$ cat src/verilog/mdct_pkg.sv
// constants for the dual counter timer: register map, fields, resets, codes
// assumes a 32-bit classic wishbone slave with byte addresses, 16-bit registers except 4-bit pending and enable
//
// What this block does
// - pulse-train mode runs when mode field is PWM and pulse-train enable set
// - counter one starts preloaded, reloads alternately A then B, toggling channel A
// - each counter one underflow in pulse-train decrements counter two by one
// - counter two underflow at a pulse end stops counter one at once
// - in pulse-train, counter two underflow presets it to zero, not all ones
// - pulse-train start on channel B edge, or software trigger when selected
// - first reload after start or no-clock restart comes from register A
// - counter two is never reloaded after pulse-train underflow; software rewrites it
// - pulses per burst equal counter two value plus one
// - with software select clear, channel B edges of chosen polarity start counting
// - PWM reload from A sets pending A, from B sets pending B
// - capture mode copies counter one on channel A or B edges into A or B
// - capture edge polarity chosen independently per channel
// - with preset enabled, capture stores then presets counter one to all ones
// - capture A, capture B and counter one underflow set pending A, B, C
// - in capture mode counter two is a plain timer raising pending D
// - in capture mode external or accumulate clock halts counter one
// - dual mode counter one reloads from A, toggles A, sets pending A
// - dual mode counter two reloads from B, sets pending D
// - dual mode channel B may clock either counter; prescaled clock also allowed
// - output level bit is both start level and present level of channel A
package mdct_pkg;
   localparam logic [7:0] OFF_CNT1 = 8'h00;
   localparam logic [7:0] OFF_CRA = 8'h04;
   localparam logic [7:0] OFF_CRB = 8'h08;
   localparam logic [7:0] OFF_CNT2 = 8'h0C;
   localparam logic [7:0] OFF_CTRL = 8'h10;
   localparam logic [7:0] OFF_CLKSEL = 8'h14;
   localparam logic [7:0] OFF_PEND = 8'h18;
   localparam logic [7:0] OFF_IEN = 8'h1C;
   // mode control fields
   localparam int CTL_MODE_LSB = 0;
   localparam int CTL_PTEN = 2;
   localparam int CTL_SWSEL = 3;
   localparam int CTL_SWTRIG = 4;
   localparam int CTL_TEN = 5;
   localparam int CTL_EDGA = 6;
   localparam int CTL_EDGB = 7;
   localparam int CTL_AEN = 8;
   localparam int CTL_BEN = 9;
   localparam int CTL_AOUT = 10;
   // clock selector fields
   localparam int CKS_C1_LSB = 0;
   localparam int CKS_C2_LSB = 4;
   localparam int CKS_PRE_LSB = 8;
   // pending / enable bit positions
   localparam int PB_A = 0;
   localparam int PB_B = 1;
   localparam int PB_C = 2;
   localparam int PB_D = 3;
   localparam logic [15:0] RST_REG = 16'h0000;
   localparam logic [15:0] ALL_ONES = 16'hFFFF;
   localparam logic [15:0] ALL_ZERO = 16'h0000;
   typedef enum logic [1:0] {
      MD_PWM = 2'h0, MD_CAPT = 2'h1, MD_DUAL = 2'h2, MD_OFF = 2'h3
   } mdct_mode_t;
   typedef enum logic [2:0] {
      CK_NONE = 3'h0, CK_SYS = 3'h1, CK_PRESC = 3'h2, CK_EXT = 3'h3, CK_ACC = 3'h4
   } mdct_cksel_t;
   typedef enum logic [2:0] {
      PT_IDLE = 3'b001, PT_RUN = 3'b010, PT_DONE = 3'b100
   } mdct_pt_t;
endpackage : mdct_pkg

$ cat src/verilog/mdct_timer.sv
// dual 16-bit down-counter timer with PWM burst, capture and dual timer modes
// assumes channel inputs synchronous to clk; classic wishbone slave, 32-bit data
`timescale 1ns/100ps
`default_nettype none
module mdct_timer (
   input wire logic clk,
   input wire logic reset_n,
   input wire logic wbCyc,
   input wire logic wbStb,
   input wire logic wbWe,
   input wire logic [7:0] wbAdr,
   input wire logic [3:0] wbSel,
   input wire logic [31:0] wbDatIn,
   output logic [31:0] wbDatOut,
   output logic wbAck,
   input wire logic chanAIn,
   output logic chanAOut,
   output logic chanAOe_n,
   input wire logic chanBIn,
   output logic irqTimerA,
   output logic irqTimerB
);
   logic [15:0] cnt1_ff, nxt_cnt1, cnt2_ff, nxt_cnt2, cra_ff, nxt_cra, crb_ff, nxt_crb;
   logic [15:0] ctrl_ff, nxt_ctrl, cks_ff, nxt_cks;
   logic [3:0] pend_ff, nxt_pend, ien_ff, nxt_ien;
   logic [7:0] pre_ff, nxt_pre;
   logic reloadB_ff, nxt_reloadB;
   mdct_pkg::mdct_pt_t pt_ff, nxt_pt;
   logic [1:0] inPrev_ff;
   logic [31:0] datOut_ff, nxt_datOut;
   logic ack_ff, nxt_ack, aOut_ff, aOe_n_ff, irqA_ff, irqB_ff;

   logic busAck, busWr;
   logic [7:0] busOff;
   logic wrCnt1, wrCnt2, wrCra, wrCrb, wrCtrl, wrCks, wrPend, wrIen, swTrig;
   logic [1:0] inNow, edgeSel, chEdge;
   mdct_pkg::mdct_mode_t mode;
   mdct_pkg::mdct_cksel_t sel1, sel2;
   logic timerEn, ptEn, swSel, aEn, bEn, aLevel, preTick, tick1, tick2, ptMode;
   logic uf1, uf2, run1;
   logic [3:0] pendSet;

   function automatic logic [15:0] mrg(input logic [15:0] old, input logic [31:0] dat,
                                       input logic [3:0] sel);
      mrg = {sel[1] ? dat[15:8] : old[15:8], sel[0] ? dat[7:0] : old[7:0]};
   endfunction : mrg

   function automatic logic ckTick(input mdct_pkg::mdct_cksel_t s, input logic pre,
                                   input logic bEdge, input logic bLvl);
      case (s)
         mdct_pkg::CK_SYS: ckTick = 1'b1;
         mdct_pkg::CK_PRESC: ckTick = pre;
         mdct_pkg::CK_EXT: ckTick = bEdge;
         // pulse accumulate: system clock gated by channel B level
         mdct_pkg::CK_ACC: ckTick = bLvl;
         default: ckTick = 1'b0;
      endcase
   endfunction : ckTick

   // bus decode; the write lands on the edge where the master sees ack
   assign busAck = wbCyc && wbStb && ack_ff;
   assign busWr = busAck && wbWe;
   assign busOff = {wbAdr[7:2], 2'b00};
   assign wrCnt1 = busWr && busOff == mdct_pkg::OFF_CNT1;
   assign wrCra = busWr && busOff == mdct_pkg::OFF_CRA;
   assign wrCrb = busWr && busOff == mdct_pkg::OFF_CRB;
   assign wrCnt2 = busWr && busOff == mdct_pkg::OFF_CNT2;
   assign wrCtrl = busWr && busOff == mdct_pkg::OFF_CTRL;
   assign wrCks = busWr && busOff == mdct_pkg::OFF_CLKSEL;
   assign wrPend = busWr && busOff == mdct_pkg::OFF_PEND;
   assign wrIen = busWr && busOff == mdct_pkg::OFF_IEN;
   assign swTrig = wrCtrl && wbSel[0] && wbDatIn[mdct_pkg::CTL_SWTRIG];

   assign mode = mdct_pkg::mdct_mode_t'(ctrl_ff[mdct_pkg::CTL_MODE_LSB +: 2]);
   assign sel1 = mdct_pkg::mdct_cksel_t'(cks_ff[mdct_pkg::CKS_C1_LSB +: 3]);
   assign sel2 = mdct_pkg::mdct_cksel_t'(cks_ff[mdct_pkg::CKS_C2_LSB +: 3]);
   assign timerEn = ctrl_ff[mdct_pkg::CTL_TEN];
   assign ptEn = ctrl_ff[mdct_pkg::CTL_PTEN];
   assign swSel = ctrl_ff[mdct_pkg::CTL_SWSEL];
   assign aEn = ctrl_ff[mdct_pkg::CTL_AEN];
   assign bEn = ctrl_ff[mdct_pkg::CTL_BEN];
   assign aLevel = ctrl_ff[mdct_pkg::CTL_AOUT];
   assign edgeSel = {ctrl_ff[mdct_pkg::CTL_EDGB], ctrl_ff[mdct_pkg::CTL_EDGA]};
   assign inNow = {chanBIn, chanAIn};

   // per-channel polarity: select bit low is rising, high is falling
   genvar gi;
   generate
      for (gi = 0; gi < 2; gi++) begin : g_edge
         assign chEdge[gi] = edgeSel[gi] ? (inPrev_ff[gi] && !inNow[gi])
                                         : (!inPrev_ff[gi] && inNow[gi]);
      end
   endgenerate

   // pulse-train only in PWM mode with its enable set
   assign ptMode = mode == mdct_pkg::MD_PWM && ptEn;
   assign preTick = pre_ff == 8'h00;
   assign tick1 = timerEn && ckTick(sel1, preTick, chEdge[1], inNow[1]);
   assign tick2 = timerEn && ckTick(sel2, preTick, chEdge[1], inNow[1]);
   // counter one clock gated by burst state
   assign run1 = ptMode ? pt_ff == mdct_pkg::PT_RUN : 1'b1;
   // decrement from zero is the underflow
   assign uf1 = tick1 && run1 && cnt1_ff == mdct_pkg::ALL_ZERO;
   assign uf2 = tick2 && cnt2_ff == mdct_pkg::ALL_ZERO;

   always_comb begin
      nxt_cnt1 = cnt1_ff;
      nxt_cnt2 = cnt2_ff;
      nxt_cra = cra_ff;
      nxt_crb = crb_ff;
      nxt_reloadB = reloadB_ff;
      nxt_pt = pt_ff;
      nxt_ctrl = ctrl_ff;
      pendSet = 4'h0;
      nxt_pre = preTick ? cks_ff[mdct_pkg::CKS_PRE_LSB +: 8] : pre_ff - 8'h01;
      case (mode)
         mdct_pkg::MD_PWM: begin
            // burst start; trigger ignored until the unit is enabled
            if (ptMode && pt_ff == mdct_pkg::PT_IDLE && timerEn &&
                (swSel ? swTrig : chEdge[1])) begin
               nxt_pt = mdct_pkg::PT_RUN;
               // first reload of a burst from A
               nxt_reloadB = 1'b0;
            end
            if (tick1 && run1) begin
               if (uf1) begin
                  // alternate reload with matching pending flag
                  nxt_cnt1 = reloadB_ff ? crb_ff : cra_ff;
                  nxt_reloadB = !reloadB_ff;
                  pendSet[mdct_pkg::PB_A] = !reloadB_ff;
                  pendSet[mdct_pkg::PB_B] = reloadB_ff;
                  if (aEn) begin
                     nxt_ctrl[mdct_pkg::CTL_AOUT] = !aLevel;
                  end
                  if (ptMode) begin
                     if (cnt2_ff == mdct_pkg::ALL_ZERO) begin
                        // preset to zero, no reload, burst over
                        nxt_cnt2 = mdct_pkg::ALL_ZERO;
                        pendSet[mdct_pkg::PB_D] = 1'b1;
                        nxt_pt = mdct_pkg::PT_DONE;
                     end else begin
                        nxt_cnt2 = cnt2_ff - 16'h0001;
                     end
                  end
               end else begin
                  nxt_cnt1 = cnt1_ff - 16'h0001;
               end
            end
            if (!ptMode && tick2) begin
               nxt_cnt2 = uf2 ? mdct_pkg::ALL_ONES : cnt2_ff - 16'h0001;
               pendSet[mdct_pkg::PB_D] = uf2;
            end
         end
         mdct_pkg::MD_CAPT: begin
            // external and accumulate clocks halt counter one here
            if (tick1 && sel1 != mdct_pkg::CK_EXT && sel1 != mdct_pkg::CK_ACC) begin
               // counter one underflow gives pending C
               nxt_cnt1 = uf1 ? mdct_pkg::ALL_ONES : cnt1_ff - 16'h0001;
               pendSet[mdct_pkg::PB_C] = uf1;
            end
            // capture current count into A and B
            if (chEdge[0]) begin
               nxt_cra = cnt1_ff;
               pendSet[mdct_pkg::PB_A] = 1'b1;
            end
            if (chEdge[1]) begin
               nxt_crb = cnt1_ff;
               pendSet[mdct_pkg::PB_B] = 1'b1;
            end
            if ((chEdge[0] && aEn) || (chEdge[1] && bEn)) begin
               nxt_cnt1 = mdct_pkg::ALL_ONES;
            end
            if (tick2) begin
               nxt_cnt2 = uf2 ? mdct_pkg::ALL_ONES : cnt2_ff - 16'h0001;
               pendSet[mdct_pkg::PB_D] = uf2;
            end
         end
         mdct_pkg::MD_DUAL: begin
            if (tick1) begin
               nxt_cnt1 = uf1 ? cra_ff : cnt1_ff - 16'h0001;
               pendSet[mdct_pkg::PB_A] = uf1;
               if (uf1 && aEn) begin
                  nxt_ctrl[mdct_pkg::CTL_AOUT] = !aLevel;
               end
            end
            if (tick2) begin
               nxt_cnt2 = uf2 ? crb_ff : cnt2_ff - 16'h0001;
               pendSet[mdct_pkg::PB_D] = uf2;
            end
         end
         default: begin
         end
      endcase
      // stopped clock or another mode rearms reload from A
      if (sel1 == mdct_pkg::CK_NONE || mode != mdct_pkg::MD_PWM) begin
         nxt_reloadB = 1'b0;
      end
      // leaving pulse-train, or rewriting counter two once a burst is done, arms a new burst
      if (!ptMode || (pt_ff == mdct_pkg::PT_DONE && wrCnt2)) begin
         nxt_pt = mdct_pkg::PT_IDLE;
      end
      // software writes win over counting in the same cycle
      if (wrCnt1) nxt_cnt1 = mrg(cnt1_ff, wbDatIn, wbSel);
      if (wrCnt2) nxt_cnt2 = mrg(cnt2_ff, wbDatIn, wbSel);
      if (wrCra) nxt_cra = mrg(cra_ff, wbDatIn, wbSel);
      if (wrCrb) nxt_crb = mrg(crb_ff, wbDatIn, wbSel);
      // the level bit is written by software and toggled by hardware
      if (wrCtrl) begin
         nxt_ctrl = mrg(ctrl_ff, wbDatIn, wbSel);
         nxt_ctrl[mdct_pkg::CTL_SWTRIG] = 1'b0;
      end
      nxt_cks = wrCks ? mrg(cks_ff, wbDatIn, wbSel) : cks_ff;
      nxt_ien = wrIen && wbSel[0] ? wbDatIn[3:0] : ien_ff;
      // write-one-to-clear; a new event in the same cycle wins
      nxt_pend = (pend_ff & ~((wrPend && wbSel[0]) ? wbDatIn[3:0] : 4'h0)) | pendSet;
   end

   always_comb begin
      nxt_ack = wbCyc && wbStb && !ack_ff;
      nxt_datOut = 32'h0000_0000;
      if (wbCyc && wbStb && !ack_ff && !wbWe) begin
         case (busOff)
            mdct_pkg::OFF_CNT1: nxt_datOut = {16'h0000, cnt1_ff};
            mdct_pkg::OFF_CRA: nxt_datOut = {16'h0000, cra_ff};
            mdct_pkg::OFF_CRB: nxt_datOut = {16'h0000, crb_ff};
            mdct_pkg::OFF_CNT2: nxt_datOut = {16'h0000, cnt2_ff};
            mdct_pkg::OFF_CTRL: nxt_datOut = {16'h0000, ctrl_ff};
            mdct_pkg::OFF_CLKSEL: nxt_datOut = {16'h0000, cks_ff};
            mdct_pkg::OFF_PEND: nxt_datOut = {28'h000_0000, pend_ff};
            mdct_pkg::OFF_IEN: nxt_datOut = {28'h000_0000, ien_ff};
            default: nxt_datOut = 32'h0000_0000;
         endcase
      end
   end

   always_ff @(posedge clk) begin
      if (!reset_n) begin
         cnt1_ff <= mdct_pkg::RST_REG;
         cnt2_ff <= mdct_pkg::RST_REG;
         cra_ff <= mdct_pkg::RST_REG;
         crb_ff <= mdct_pkg::RST_REG;
         ctrl_ff <= mdct_pkg::RST_REG;
         cks_ff <= mdct_pkg::RST_REG;
         pend_ff <= 4'h0;
         ien_ff <= 4'h0;
         pre_ff <= 8'h00;
         reloadB_ff <= 1'b0;
         pt_ff <= mdct_pkg::PT_IDLE;
         inPrev_ff <= 2'b00;
         ack_ff <= 1'b0;
         datOut_ff <= 32'h0000_0000;
         aOut_ff <= 1'b0;
         aOe_n_ff <= 1'b1;
         irqA_ff <= 1'b0;
         irqB_ff <= 1'b0;
      end else begin
         cnt1_ff <= nxt_cnt1;
         cnt2_ff <= nxt_cnt2;
         cra_ff <= nxt_cra;
         crb_ff <= nxt_crb;
         ctrl_ff <= nxt_ctrl;
         cks_ff <= nxt_cks;
         pend_ff <= nxt_pend;
         ien_ff <= nxt_ien;
         pre_ff <= nxt_pre;
         reloadB_ff <= nxt_reloadB;
         pt_ff <= nxt_pt;
         inPrev_ff <= inNow;
         ack_ff <= nxt_ack;
         datOut_ff <= nxt_datOut;
         aOut_ff <= nxt_ctrl[mdct_pkg::CTL_AOUT];
         // pin A is an input in capture mode, driven elsewhere when enabled
         aOe_n_ff <= !(nxt_ctrl[mdct_pkg::CTL_AEN] &&
                       nxt_ctrl[mdct_pkg::CTL_MODE_LSB +: 2] != mdct_pkg::MD_CAPT);
         irqA_ff <= |(nxt_pend[2:0] & nxt_ien[2:0]);
         irqB_ff <= nxt_pend[mdct_pkg::PB_D] && nxt_ien[mdct_pkg::PB_D];
      end
   end

   assign wbAck = ack_ff;
   assign wbDatOut = datOut_ff;
   assign chanAOut = aOut_ff;
   assign chanAOe_n = aOe_n_ff;
   assign irqTimerA = irqA_ff;
   assign irqTimerB = irqB_ff;
endmodule : mdct_timer
`default_nettype wire
$ cat config.mk
export PLATFORM = sky130hd
export DESIGN_NAME = mdct_timer
export DESIGN_NICKNAME = d
export VERILOG_FILES = /design/src/verilog/mdct_pkg.sv /design/src/verilog/mdct_timer.sv
export SDC_FILE = /design/constraint.sdc
export NUM_CORES = 1
export LEC_CHECK = 0
export BUFFER_PORTS_ARGS = -buffer_cell sky130_fd_sc_hd__buf_2
export CORE_ASPECT_RATIO = 1.1
export CORE_MARGIN = 2
export CORE_UTILIZATION = 45
export CTS_BUF_LIST = sky130_fd_sc_hd__clkbuf_16
export CTS_CLUSTER_SIZE = 10
export DETAILED_ROUTE_END_ITERATION = 8
export PLACE_DENSITY = 0.71
export REMOVE_ABC_BUFFERS = 1
export SLEW_MARGIN = 20
export SYNTH_ARGS = -nofsm -noshare
export SYNTH_HDL_FRONTEND = slang
export SYNTH_SLANG_ARGS = --single-unit
$ cat constraint.sdc
create_clock -name clk -period 6.5 [get_ports clk]
set_input_delay 0.975 -clock clk [delete_from_list [all_inputs] [get_ports clk]]
set_output_delay 0.975 -clock clk [all_outputs]
set_load 0.01 [all_outputs]
== Yosys cells after proc, flatten, opt, wreduce, memory -nomap -nowiden ==
Index checks and enable logic that the tools add are counted.
Word-level totals
  register bits after elaboration: 154
  input port bits: 51
  output and inout port bits: 37
  word-level logic and storage cells: 226
Operators by class
  add/subtract/negate cells: 3
  equality and inequality tests: 39
  mux-type cells: 72
  bitwise operators: 5
  reduce and logical (&&, ||, !) cells: 82
Operators with widths (count)
  16-bit 2-to-1 mux: 25
  16-bit one-hot mux with 8 select lines: 1
  16-bit one-hot mux with 3 select lines: 2
  1-bit logical AND: 39
  16-bit zero test: 2
  8-bit 2-to-1 mux: 4
  16-bit by 1-bit subtractor with 16-bit output, second input constant: 2
  6-bit by 3-bit equality test with 1-bit output, second input constant: 4
  1-bit 2-to-1 mux: 23
  3-bit 2-to-1 mux: 6
  8-bit zero test: 2
  2-bit != test, second input constant: 8
  3-bit by 2-bit equality test with 1-bit output, second input constant: 5
  7-bit AND reduction: 2
  6-bit by 2-bit equality test with 1-bit output, second input constant: 2
  3-bit != test, second input constant: 4
  3-bit AND reduction: 4
  11-bit 2-to-1 mux: 1
  1-bit zero test: 10
  2-bit AND reduction: 5
  5-bit AND reduction: 2
  2-bit nonzero test: 5
  3-bit by 1-bit equality test with 1-bit output, second input constant: 3
  3-bit equality test, second input constant: 3
  other kinds (25): 37

== Longest topological paths before layout ==
  depth after elaboration: 15
  gate-level depth with buffers: 11

== Worst setup path after synthesis ==
Ideal clock, no wire load.
  path kind: input-to-reg
  start point: input chanBIn
  end point: register cnt2_ff[11]
  library setup time: 119 ps
  arrival time: 3027 ps
  data required time: 6381 ps
  slack: 3355 ps
  stages: 9
  path through: buf_2 -> or4b_1 -> o31a_1 -> a211o_1 -> or3_1 -> buf_2 -> o21ai_0 -> a21oi_1 -> o221a_2
Between the ends
  longest elaborated chain between the ends: 10
  elaborated cells on any way between the ends: 25
Ends and longest elaborated chain
  start: declaration: line mdct_timer.sv:19  | input wire logic chanBIn,
  1-bit zero test: line mdct_timer.sv:90  | assign chEdge[gi] = edgeSel[gi] ? (inPrev_ff[gi] && !inNow[gi])
  1-bit logical AND: line mdct_timer.sv:90
  1-bit 2-to-1 mux: line mdct_timer.sv:90
  1-bit one-hot mux with 4 select lines: line mdct_timer.sv:50  | case (s)
  1-bit logical AND: line mdct_timer.sv:99  | assign tick2 = timerEn && ckTick(sel2, preTick, chEdge[1], inNow[1]);
  1-bit logical AND: line mdct_timer.sv:104  | assign uf2 = tick2 && cnt2_ff == mdct_pkg::ALL_ZERO;
  16-bit 2-to-1 mux (on tied branches): line mdct_timer.sv:187, mdct_timer.sv:150, mdct_timer.sv:174
  16-bit 2-to-1 mux (on tied branches): line mdct_timer.sv:186, mdct_timer.sv:149, mdct_timer.sv:173
  16-bit one-hot mux with 3 select lines: line mdct_timer.sv:116  | case (mode)
  16-bit 2-to-1 mux: line mdct_timer.sv:204  | if (wrCnt2) nxt_cnt2 = mrg(cnt2_ff, wbDatIn, wbSel);
  end signal: assignment: line mdct_timer.sv:239  | cnt2_ff <= mdct_pkg::RST_REG;
  end signal: assignment: line mdct_timer.sv:258  | cnt2_ff <= nxt_cnt2;
  end: declaration: line mdct_timer.sv:23  | logic [15:0] cnt1_ff, nxt_cnt1, cnt2_ff, nxt_cnt2, cra_ff, nxt_cra, crb_ff, nxt_crb;
Parallel ways exist; a longest one is shown, timed or not. The select of a mux whose other input is x is not followed.
A chain may end at the register's enable or synchronous reset.

== Final worst setup path ==
  start point: input wbAdr[5]
  end point: register aOe_n_ff (netlist: chanAOe_n)
Between the ends
  longest elaborated chain between the ends: 6
Ends and longest elaborated chain
  start: declaration: line mdct_timer.sv:11  | input wire logic [7:0] wbAdr,
  6-bit by 3-bit equality test with 1-bit output (*): line mdct_timer.sv:68  | assign wrCtrl = busWr && busOff == mdct_pkg::OFF_CTRL;
  1-bit logical AND (*): line mdct_timer.sv:68
  11-bit 2-to-1 mux (*): line mdct_timer.sv:208  | if (wrCtrl) begin
  2-bit by 1-bit != test with 1-bit output: line mdct_timer.sv:274  | nxt_ctrl[mdct_pkg::CTL_MODE_LSB +: 2] != mdct_pkg::MD_CAPT);
  1-bit logical AND (*): line mdct_timer.sv:273  | aOe_n_ff <= !(nxt_ctrl[mdct_pkg::CTL_AEN] &&
  1-bit zero test (*): line mdct_timer.sv:273
  end signal: assignment: line mdct_timer.sv:273
  end: declaration: line mdct_timer.sv:31  | logic ack_ff, nxt_ack, aOut_ff, aOe_n_ff, irqA_ff, irqB_ff;
Mark *: on every way between the ends. The rest lies on a longest branch, timed or not.

==> run summary <==
STA puts the critical path data arrival time at 3.93 ns. The per-cell routed wire length works out to 21.8 um. By area the synthesized netlist is led by sky130_fd_sc_hd__dfxtp_1 34%, sky130_fd_sc_hd__mux2i_1 7.5%, sky130_fd_sc_hd__nor2_1 6.0%, sky130_fd_sc_hd__a22oi_1 5.4%, sky130_fd_sc_hd__a211oi_1 3.8%. Entering global routing, the biggest net connects 76 pins. Sorting the synthesized cells by how often they occur yields 137 x sky130_fd_sc_hd__dfxtp_1, 129 x sky130_fd_sc_hd__nor2_1, 70 x sky130_fd_sc_hd__nand2_1.

Max-cap violations in this run came to 0. In this run, synthesis produced a sequential element count of 137. Once detail routing completed, the nets flagged for antenna violations numbered 0. For the effective utilization at floorplan, the log shows 45.9%.

For the number of DRC violations after detailed routing, the log shows 0. The run finished with clean final reports. Synthesis produced 966 cells.

The total I/O pin count is 88. The count of standard-cell rows was 51; the setup TNS was 0 ns. Summing the sequential cell areas from Yosys gives 33.7% of the chip area. The HPWL after detailed placement is 18600 um. Gates resized during post-CTS repair numbered 0. Summed over its instances, the top area cell type makes up 33.7% of the synthesized netlist area. The H-tree was split into 4 levels.

The number of different library cells used by synthesis comes to 90. The tools report the via count of the first global-routing pass as 7377. Among all flip-flop cells after synthesis, the most frequent one is sky130_fd_sc_hd__dfxtp_1.

The area of the die was 0.0192 mm^2. TritonCTS built the clock tree. Number of flops mapped to enable cells by yosys: 0. The floorplan step set the die height to 145 um.

The finished cells cover 0.00896 mm^2. The area growth from synthesis to layout is 10.1%. Number of buffers and inverters on the critical path: 1.

Setup repair after global routing left no endpoint under its margin. The element type at the critical path start is an input port. For the static leakage, the log shows 3.20 nW. The number of antenna diodes in the final layout is 0. In this design, the largest share of critical-path delay is due to simple AND/OR/NAND/NOR gates. A synthesized cell averages 8.42 um^2. The worst path required time was 6.76 ns. The worst slew margin relative to its limit was 26.6%; the insertion delay of the later-clocked pin in the worst-skew pair was 0.44 ns. The first global-routing pass estimated 41800 um of wire.

For this run, the post-layout net count is 1032. In the synthesized netlist the async set-or-reset flop fraction comes to 0%. The path class of the tightest hold or removal check is register to register. The signal on the critical path passes through buf_2 -> or4b_1 -> nor3_4 -> nand3_1 -> mux2i_1 -> nor2_1 -> o311ai_0.

The clock-pin slew of the registers on the worst-case setup and hold paths works out to 0.06 ns. The final core utilization was 50.5%; the final count of negative-setup-slack endpoints was 0. The clock drives 137 sinks.

After layout, the minimum clock period comes to 3.68 ns. The run gives 0 as the number of antenna violations at the first check in global routing. Of all cell types, the one taking the most synthesized area is sky130_fd_sc_hd__dfxtp_1. Dividing the detail-routed via count by the number of cells gives 6.38.

For this block, the initial DRC count from the detailed router was 944. For the maximum buffer depth of the clock tree, the log shows 2. The nature of the critical path endpoint was a register. In this run the worst path has a maximum fanout of 19.

The critical path start-end classification is input port to register. The pre-antenna-repair detailed-routing pass consisted of 5 iterations. The aggregate routed wire length came out at 26800 um. Global routing used 27.9% of the available tracks.

The Yosys step of the flow raised 0 warnings. The area inside the core boundary was 0.0177 mm^2. Buffers added to address setup during post-CTS repair amount to 0. For this design, the CTS-stage hold fixing added 0 buffers.

The maximum resistive drop on vdd is 0.000176 V. The number of buffers created by CTS was 17; the count of port buffers added during placement was 51. After detailed placement, the total cell area comes to 0.00835 mm^2. The tools report the number of max-slew violations in the final report as 0. After layout, the worst path uses 56.5% of the clock period. Placer congestion estimate: 0.942. The cell type of the slowest stage on the worst timing path is sky130_fd_sc_hd__nor3_4. The critical path's largest stage delay works out to 0.79 ns. The total via count after detailed routing is 7812, and the number of hold-slack violations in the final timing report is 0. The run gives 272 MHz as the maximum operating frequency. The tree is rooted in a sky130_fd_sc_hd__clkbuf_16. The transition time of the tightest slew-check pin is 1.10 ns. The synthesized cell area came out at 0.00814 mm^2. The die is 132 um wide. The most repeated cell in the gate-level netlist after synthesis was sky130_fd_sc_hd__dfxtp_1. After global routing the overflow that remains totals 0.

For the final database, setup skew stands at 0.00949 ns. In the final layout, the share of cells above drive strength 1 is 13.9%. The power per standard cell area is 231 mW/mm^2.
==> worst register-to-register path, cell delays in order, from the launching register on <==
cell                       delay, ns
sky130_fd_sc_hd__dfxtp_1        0.40
sky130_fd_sc_hd__inv_1          0.09
sky130_fd_sc_hd__ha_1           0.20
sky130_fd_sc_hd__or3b_2         0.54
sky130_fd_sc_hd__nor4_4         0.40
sky130_fd_sc_hd__nand3_1        0.18
sky130_fd_sc_hd__nor2_1         0.86
sky130_fd_sc_hd__mux2i_1        0.39
sky130_fd_sc_hd__o221ai_2       0.16
sky130_fd_sc_hd__a221oi_2       0.23
==> metrics by stage <==
step / worst slack [ns] / instances / power, W / hold slack (ns)
detailed placement: 2.24 / 1193 / 0.00109 / 0.461
finish: 2.82 / 1225 / 0.00207 / 0.467
CTS: 2.68 / 1225 / 0.00207 / 0.471
global route: 2.76 / 1225 / 0.00213 / 0.481
floorplan: 2.10 / 892 / 0.00102 / 0.427
global placement: 2.28 / 1193 / 0.00108 / 0.451
==> sequential cells by signal, indices dropped and copies added (netlist names) <==
signal / flops
chanAOe_n: 1
cks_ff: 16
cnt1_ff: 16
cnt2_ff: 16
cra_ff: 16
crb_ff: 16
ctrl_ff: 15
ien_ff: 4
inPrev_ff: 2
irqTimerA: 1
irqTimerB: 1
pend_ff: 4
pre_ff: 8
pt_ff: 3
reloadB_ff: 1
wbAck: 1
wbDatOut: 16
==> layout make-up <==
| type | instances | area (um^2) |
|---|---|---|
| Fill cell | 1768 | 8780 |
| Multi-Input combinational cell | 731 | 4880 |
| Sequential cell | 137 | 2740 |
| Clock buffer | 17 | 425 |
| Timing Repair Buffer | 63 | 345 |
| Tap cell | 238 | 298 |
| Clock inverter | 15 | 176 |
| Inverter | 24 | 90.1 |
==> where the power goes <==
part / internal (W) / leakage [nW] / total (W) / switching [W]
Clock: 0.000603 / 0.295 / 0.00100 / 0.000400
Sequential: 0.000859 / 1.11 / 0.000879 / 0.0000204
Combinational: 0.0000704 / 1.80 / 0.000190 / 0.000119
Total: 0.00153 / 3.20 / 0.00207 / 0.000540
==> path summary, 6_finish.rpt <==
kind                            slack (ns)        from         end  cells past startpoint
worst min register to register        0.47   pre_ff[0]   pre_ff[0]                      1
worst max register to register        2.96  cnt1_ff[0]  cnt1_ff[4]                      9
worst min-delay path                  0.47   pre_ff[0]   pre_ff[0]                      1
worst max-delay path                  2.82    wbAdr[5]   chanAOe_n                      7
==> layer usage <==
| layer | part of all wire, % | GRT usage, % | wire length [um] |
|---|---|---|---|
| met5 | 0 | 0 | 0 |
| met4 | 3.9 | 14.0 | 1040 |
| met3 | 10 | 7.44 | 2670 |
| met2 | 45 | 42.3 | 12100 |
| met1 | 41 | 36.5 | 10900 |
==> cell families (layout without fill, tap and decap cells) <==
group	count (synthesis)	in the layout	synth area share [%]
and+or+nand+nor	315	315	19.5
AOI/OAI and AO/OA	304	304	27.9
DFF	137	137	33.7
buffers and inverters	113	119	7.26
muxes	62	62	7.64
xor gates and xnor gates	27	27	2.91
adders and majority gates	7	7	1.08
other	1	16	0.0461
==> layout by cell type, fill, tap and decap left out, types with 7 or more instances in the layout <==
master | Yosys | layout
sky130_fd_sc_hd__a211oi_1 | 41 | 41
sky130_fd_sc_hd__a21oi_1 | 40 | 40
sky130_fd_sc_hd__a22oi_1 | 58 | 58
sky130_fd_sc_hd__a311oi_1 | 9 | 9
sky130_fd_sc_hd__a31oi_1 | 22 | 22
sky130_fd_sc_hd__buf_2 | 17 | 51
sky130_fd_sc_hd__buf_4 | 23 | 12
sky130_fd_sc_hd__clkbuf_16 | 0 | 17
sky130_fd_sc_hd__conb_1 | 1 | 16
sky130_fd_sc_hd__dfxtp_1 | 137 | 137
sky130_fd_sc_hd__ha_1 | 7 | 7
sky130_fd_sc_hd__inv_1 | 24 | 24
sky130_fd_sc_hd__mux2i_1 | 61 | 61
sky130_fd_sc_hd__nand2_1 | 70 | 70
sky130_fd_sc_hd__nand2b_1 | 10 | 10
sky130_fd_sc_hd__nand3_1 | 16 | 16
sky130_fd_sc_hd__nor2_1 | 129 | 129
sky130_fd_sc_hd__nor3_1 | 15 | 14
sky130_fd_sc_hd__o21ai_0 | 34 | 34
sky130_fd_sc_hd__o221a_2 | 7 | 7
sky130_fd_sc_hd__o22ai_1 | 16 | 15
sky130_fd_sc_hd__o32ai_1 | 7 | 7
sky130_fd_sc_hd__or3_1 | 9 | 9
sky130_fd_sc_hd__xnor2_1 | 18 | 18
sky130_fd_sc_hd__xor2_1 | 9 | 9
(Power assumes the default switching activity.)
